## src/logic/ptr_ops_pkg.sv

```systemverilog
// Package: constants for the pointer arithmetic and computed call execution block
package ptr_ops_pkg;
  // ----------------------------------------
  // Opcode patterns
  // ----------------------------------------
  localparam logic [7:0] ADD_PTR_HI = 8'hE8;
  localparam logic [15:0] COMPUTED_CALL_OP = 16'h0014;
  localparam logic [1:0] SEL_STACK_RET = 2'h3;
  localparam logic [1:0] SEL_STACK_PTR = 2'h2;
  // ----------------------------------------
  // Field positions
  // ----------------------------------------
  localparam int SEL_HI_POS = 7;
  localparam int SEL_LO_POS = 6;
  localparam int LIT_HI_POS = 5;
  // ----------------------------------------
  // Widths and reset values
  // ----------------------------------------
  localparam int PTR_W = 12;
  localparam int PC_W = 21;
  localparam int NUM_PTRS = 3;
  localparam logic [11:0] PTR_RESET = 12'h000;
  localparam logic [20:0] PC_RESET = 21'h000000;
  localparam logic [20:0] PC_STEP = 21'h000002;
  // Phase count per instruction cycle
  localparam logic [1:0] LAST_PHASE = 2'h3;
  localparam logic [1:0] FIRST_PHASE = 2'h0;
  // Execution states
  typedef enum logic [1:0] {EXEC_ST, BUBBLE_ST} exec_state_t;
endpackage : ptr_ops_pkg

```

## src/logic/pointer_arith_call_ops.sv

```systemverilog
// Module: execution of pointer add, add-and-return and computed call
`timescale 1ns/1ps
module pointer_arith_call_ops (
  // Clock and reset
  input wire logic core_clk_in,
  input wire logic rst_in,
  // Instruction issue
  input wire logic instr_valid_in,
  input wire logic [15:0] instr_in,
  input wire logic extended_set_enable_in,
  // Core state sources
  input wire logic [7:0] working_register_file_in,
  input wire logic [7:0] pc_high_latch_in,
  input wire logic [7:0] pc_upper_latch_in,
  input wire logic [20:0] return_stack_top_in,
  // Program counter
  output logic [20:0] pc_out,
  // Return stack control
  output logic push_out,
  output logic [20:0] push_data_out,
  output logic pop_out,
  // Pointer registers
  output logic [11:0] ptr0_out,
  output logic [11:0] ptr1_out,
  output logic [11:0] stack_pointer_register_out,
  // Status
  output logic busy_out,
  output logic status_write_out,
  output logic [1:0] phase_out
);
  // ----------------------------------------
  // Decode
  // ----------------------------------------
  logic [1:0] phase_reg;
  ptr_ops_pkg::exec_state_t state_reg;
  logic [1:0] sel;
  logic [5:0] lit;
  logic is_add;
  logic is_ret;
  logic is_call;
  logic issue;
  logic [11:0] ptr_val [3];
  logic [2:0] ptr_wr;
  logic [11:0] sum;
  logic [20:0] pc_reg;

  assign sel = instr_in[ptr_ops_pkg::SEL_HI_POS:ptr_ops_pkg::SEL_LO_POS];
  assign lit = instr_in[ptr_ops_pkg::LIT_HI_POS:0];
  // Issue only at the last phase while not busy, so at most one instruction is taken per cycle
  assign issue = instr_valid_in && (state_reg == ptr_ops_pkg::EXEC_ST) && (phase_reg == ptr_ops_pkg::LAST_PHASE);
  // Extended opcodes are ignored unless the enable strap is set
  assign is_add = issue && extended_set_enable_in && (instr_in[15:8] == ptr_ops_pkg::ADD_PTR_HI);
  assign is_ret = is_add && (sel == ptr_ops_pkg::SEL_STACK_RET);
  assign is_call = issue && extended_set_enable_in && (instr_in == ptr_ops_pkg::COMPUTED_CALL_OP);
  // Selected pointer; select three maps to the stack pointer
  always_comb begin
    sel_ptr_sum : begin
      if (sel == ptr_ops_pkg::SEL_STACK_RET) begin
        sum = ptr_val[ptr_ops_pkg::SEL_STACK_PTR] + {6'h00, lit};
      end else begin
        sum = ptr_val[sel] + {6'h00, lit};
      end
    end
  end
  // Write strobes; add-and-return only touches the stack pointer
  always_comb begin
    ptr_wr = 3'h0;
    if (is_add) begin
      if (is_ret) begin
        ptr_wr[ptr_ops_pkg::SEL_STACK_PTR] = 1'b1;
      end else begin
        ptr_wr[sel] = 1'b1;
      end
    end
  end
  // ----------------------------------------
  // Pointer storage
  // ----------------------------------------
  genvar gi;
  generate
    for (gi = 0; gi < ptr_ops_pkg::NUM_PTRS; gi++) begin : g_ptr
      ptr_slot u_slot (
        .core_clk_in(core_clk_in),
        .rst_in(rst_in),
        .wr_en_in(ptr_wr[gi]),
        .wr_data_in(sum),
        .value_out(ptr_val[gi])
      );
    end
  endgenerate
  assign ptr0_out = ptr_val[0];
  assign ptr1_out = ptr_val[1];
  assign stack_pointer_register_out = ptr_val[2];
  // ----------------------------------------
  // Phase counter
  // ----------------------------------------
  // Four phases per instruction cycle, free running
  always_ff @(posedge core_clk_in) begin
    if (rst_in) begin
      phase_reg <= ptr_ops_pkg::FIRST_PHASE;
    end else begin
      phase_reg <= phase_reg + 2'h1;
    end
  end
  assign phase_out = phase_reg;
  // ----------------------------------------
  // Two-cycle sequencing
  // ----------------------------------------
  // Return and call insert one idle cycle while the target is fetched
  always_ff @(posedge core_clk_in) begin
    if (rst_in) begin
      state_reg <= ptr_ops_pkg::EXEC_ST;
    end else begin
      case (state_reg)
        ptr_ops_pkg::EXEC_ST: begin
          if (is_ret || is_call) begin
            state_reg <= ptr_ops_pkg::BUBBLE_ST;
          end
        end
        ptr_ops_pkg::BUBBLE_ST: begin
          if (phase_reg == ptr_ops_pkg::LAST_PHASE) begin
            state_reg <= ptr_ops_pkg::EXEC_ST;
          end
        end
        default: state_reg <= ptr_ops_pkg::EXEC_ST;
      endcase
    end
  end
  assign busy_out = (state_reg == ptr_ops_pkg::BUBBLE_ST);
  // ----------------------------------------
  // Program counter
  // ----------------------------------------
  // Call: low byte from working register, upper bytes from latches
  always_ff @(posedge core_clk_in) begin
    if (rst_in) begin
      pc_reg <= ptr_ops_pkg::PC_RESET;
    end else if (is_call) begin
      pc_reg <= {pc_upper_latch_in[4:0], pc_high_latch_in, working_register_file_in};
    end else if (is_ret) begin
      pc_reg <= return_stack_top_in;
    end else if (issue) begin
      pc_reg <= pc_reg + ptr_ops_pkg::PC_STEP;
    end
  end
  assign pc_out = pc_reg;
  // Return stack push comes on the same clock edge as the jump, carrying the pre-jump address plus two
  always_ff @(posedge core_clk_in) begin
    if (rst_in) begin
      push_out <= 1'b0;
      push_data_out <= ptr_ops_pkg::PC_RESET;
      pop_out <= 1'b0;
    end else begin
      push_out <= is_call;
      push_data_out <= pc_reg + ptr_ops_pkg::PC_STEP;
      pop_out <= is_ret;
    end
  end
  // No flag, working, status or bank writes from this block
  assign status_write_out = 1'b0;
endmodule : pointer_arith_call_ops

```

## src/logic/ptr_slot.sv

```systemverilog
// Module: one indirect pointer register with a write port
`timescale 1ns/1ps
module ptr_slot (
  // Clock and reset
  input wire logic core_clk_in,
  input wire logic rst_in,
  // Write port
  input wire logic wr_en_in,
  input wire logic [11:0] wr_data_in,
  // Stored value
  output logic [11:0] value_out
);
  // ----------------------------------------
  // Storage
  // ----------------------------------------
  // Holds pointer; loads only on write strobe
  always_ff @(posedge core_clk_in) begin
    if (rst_in) begin
      value_out <= ptr_ops_pkg::PTR_RESET;
    end else if (wr_en_in) begin
      value_out <= wr_data_in;
    end
  end
endmodule : ptr_slot

```

## config.mk

```make
export PLATFORM = sky130hd
export DESIGN_NAME = pointer_arith_call_ops
export DESIGN_NICKNAME = d
export VERILOG_FILES = /design/src/logic/ptr_ops_pkg.sv /design/src/logic/pointer_arith_call_ops.sv /design/src/logic/ptr_slot.sv
export SDC_FILE = /design/constraint.sdc
export NUM_CORES = 1
export LEC_CHECK = 0
export BUFFER_PORTS_ARGS = -buffer_cell sky130_fd_sc_hd__buf_2
export CAP_MARGIN = 25
export CORE_MARGIN = 3
export CORE_UTILIZATION = 48
export CTS_BUF_LIST = sky130_fd_sc_hd__clkbuf_8
export DETAILED_ROUTE_END_ITERATION = 10
export GPL_ROUTABILITY_DRIVEN = 0
export PLACE_DENSITY = 0.78
export SYNTH_ARGS = -nofsm -noshare
export SYNTH_HDL_FRONTEND = slang
export SYNTH_HIERARCHICAL = 1
export SYNTH_SLANG_ARGS = --single-unit
```

## constraint.sdc

```tcl
create_clock -name core_clk_in -period 3.8 [get_ports core_clk_in]
set_input_delay 0.19 -clock core_clk_in [delete_from_list [all_inputs] [get_ports core_clk_in]]
set_output_delay 0.19 -clock core_clk_in [all_outputs]
set_load 0.05 [all_outputs]
```

==> summary.md <==
| Metric | Value |
|---|---|
| Worst vdd ir | 0.000168 V |
| Root Buffer | clkbuf_8 |
| Largest register FFs | 36 |
| Via count | between 3000 and 4000 |
| Least-Margin Pin Slew | roughly 840 ps |
| Register area share after synthesis | between 30% and 40% |
| Fin. Hold Viols | 0 |
| WHS Path Cells | 3 |
| Synth top area share | 39.3% |
| CP delay by family, top | compound AO/OA/AOI/OAI gates |
| Largest net degree at the start of global routing | 45 |
| Synthesis-to-finish area growth | 22.4% |
| Fin nets | approximately 680 |
| Filler cells | approximately 770 |
| Synth cell count leaders | nor2_1 (103), dfxtp_1 (83), mux2i_1 (49) |
| Crit-path max FO | 3 |
| Syn Nets | 544 |
| Count of flip-flops with a built-in enable after synthesis | 0 |
| Place WS | 887 ps |
| First-pass GRT wire length | 18.7 mm |
| Most numerous cell in the Yosys netlist | nor2_1 |
| I/O Pins | 149 |
| Synthesized instance count | 470 |
| Post-DP HPWL | 8.42 mm |
| Ys flop type | dfxtp_1 |
| Multi-input combinational cell area | 2380 um^2 |
| Worst-path cell chain | mux2i_1 > o21ai_0 > ha_1 > a211oi_1 > nor2_1 > o41ai_1 > nor3_1 > xnor2_1 > mux2i_1 > nor2_1 |
| RSZ-0062 raised after global routing | no |
| Worst Setup Start Kind | flip-flop |
| Core area | roughly 8400 um^2 |
| Post-route minimum period | 2900 ps |
| Achievable Freq | 345 MHz |
| Postcts setup bufs | 0 |
| Vias in the first global route | 3894 |
| Reg2reg start | g_ptr[0].u_slot/value_out[1] |
| Initial Utilization | 50.5% |
| Post-route ant nets | 0 |
| Critical path class | flip-flop to flip-flop |
| Port Buffers | 144 |
| Hold Startpoint | pc_high_latch_in[3] |
| Num CTS Buffers | 9 |
| CP Data Arrival Time | 3160 ps |
| Share of layout cells above drive strength 1 | 30.9% |
| Post-synthesis register bit count | a little over 80 |
| Hold Crit Class | primary input to flip-flop |
| Total negative slack | 0 ps |
| Post-cts sizing count | 0 |
| Hold_buf cts | 0 |
| Row cnt | 33 |
| Setup Viol. Count Final | 0 |
| Crit-path slowest cell | o41ai_1 |
| Min-Delay Endpoint | pc_out[11] |
| Global Route Usage Sum | 22.8% |
| Register area | 1660 um^2 |
| DRT Wirelength | 11.5 mm |
| DRC errors left | 0 |
| Status | complete, no violations |
| CP endpoint kind | flip-flop |
| Async SR Flop Fraction | 0% |
| Leakage Power | 2.22 nW |
| Worst-Skew Late Latency | approximately 340 ps |
| Register name with the most flops | g_ptr.u_slot/value_out |
| DRT iter0 DRCs | about 130 |
| Vias per cell | 5.52 |
| Worst-case reg-to-reg path depth | 10 |
| Largest stage delay on the critical path | around 700 ps |
| Clk sinks | 83 |
| Mapped Area | 4230 um^2 |
| Die ar. | around 10000 um^2 |
| Cell variety after synth | 58 |
| H-tree levels | 3 |
| Die Wd | 99.9 um |
| Power per cell area | 333 nW/um^2 |
| Synth area leader | dfxtp_1 |
| R2r endpoint | g_ptr[2].u_slot/value_out[9] |
| CTS Buffer Depth | 2 |
| 1st-pass router iterations | 4 |
| Max-slew violations | 0 |
| Yosys warning count | 6 |
| Clock Skew | 12.4 ps |
| Die height | 99.9 um |
| # diodes | 0 |
| Final worst slack | between 900 and 1000 ps |
| CTS tree | built |
| Initial antenna violation count | 0 |
| MaxCap Viol Count | 0 |
| Period utilisation layout | 76.2% |
| Flop2flop setup slack | approximately 900 ps |
| Drt wl/cell | 16.2 um |
| Req. time, crit path | 4070 ps |
| Grt ovf | 0 |
| Worst rel slew slack | 42.9% |
| Synthesized area per cell | 9.00 um^2 |
| Reg clk slew, reported paths | approximately 90 ps |
| CP bufs+invs | 0 |
| Largest cells by area after synthesis | dfxtp_1 (39%), mux2i_1 (12%), nor2_1 (9.1%) |
==> layout make-up <==
| cell class | instances | area share, % |
|---|---|---|
| clock buffers | 11 | 2.92 |
| clock inverters | 5 | 1.16 |
| inverters | 7 | 0.507 |
| multi-input cells | 352 | 46.0 |
| flip-flops and latches | 83 | 32.1 |
| well taps | 105 | 2.54 |
| repair buffers | 150 | 14.8 |
==> report_power, final <==
part	internal, mW	switching (mW)	total, mW
clock	0.342	0.315	0.657
combinational	0.0587	0.114	0.173
sequential	0.881	0.0139	0.895
total	1.28	0.443	1.73
==> through the flow <==
stage / utilization, % / power, mW / instance area, um^2 / hold slack (ps) / cells
after floorplan: - / 1.02 / 4230 / 262 / 470
after global placement: 59.3 / 1.08 / 4970 / 431 / 697
after detailed placement: 59.3 / 1.09 / 4970 / 447 / 697
after CTS: 61.8 / 1.75 / 5180 / 94.6 / 713
after global routing: 61.8 / 1.80 / 5180 / 91.4 / 713
final: 61.8 / 1.73 / 5180 / 114 / 713
==> per-layer routing <==
metal / wire (um) / vias up / GRT usage [%] / share of wire, %
met2: 5770 / 139 / 39.0 / 50
li1: - / 1931 / - / -
met4: 174 / 0 / 7.04 / 1.5
met3: 972 / 15 / 7.37 / 8.4
met1: 4610 / 1851 / 27.3 / 40
met5: 0 / - / 0 / 0
==> logic make-up after synthesis <==
group	Yosys count	share of synthesized area (%)
compound gates	64	11.7
flops	83	39.3
mux	53	12.7
simple gates	200	23.6
other cells	1	0.0886
fa+ha+maj	9	2.84
buf+inv	35	4.61
xor+xnor	25	5.18
==> layout by cell type (no fill, tap or decap), types with 4 or more instances in the layout <==
master,instances
a311oi_2,4
and3_1,4
xor2_1,11
nand2_1,33
a21oi_1,4
ha_1,8
o221ai_1,5
mux2i_1,49
nor2b_1,8
clkbuf_8,11
a311oi_1,9
xnor2_1,14
buf_2,144
a211oi_1,7
nor2_1,103
a211o_1,4
nand3_1,8
dfxtp_1,83
nand4_1,5
o211ai_1,4
nor4_1,5
o21ai_0,14
inv_1,7
buf_4,6
nor3_1,6
==> worst register-to-register path: stages, from the launching register on <==
cell      delay [ps]
dfxtp_1          360
mux2i_1           70
o21ai_0          320
ha_1             320
a211oi_1         250
nor2_1           120
o41ai_1          700
nor3_1           170
xnor2_1          280
mux2i_1          110
nor2_1           130
==> worst max-delay path by stage <==
stage	slack (ps)	startpoint	endpoint	cells after the start
finish	900	g_ptr[0].u_slot/value_out[1]	g_ptr[2].u_slot/value_out[9]	10
global route	610	g_ptr[1].u_slot/value_out[1]	g_ptr[0].u_slot/value_out[9]	10
CTS	940	g_ptr[0].u_slot/value_out[1]	g_ptr[2].u_slot/value_out[9]	10
detailed placement	890	instr_in[6]	g_ptr[2].u_slot/value_out[9]	11
global placement	1010	instr_in[6]	g_ptr[0].u_slot/value_out[9]	11
floorplan	1120	g_ptr[1].u_slot/value_out[1]	g_ptr[2].u_slot/value_out[9]	10
No activity file was read; power rests on OpenSTA's default activity.
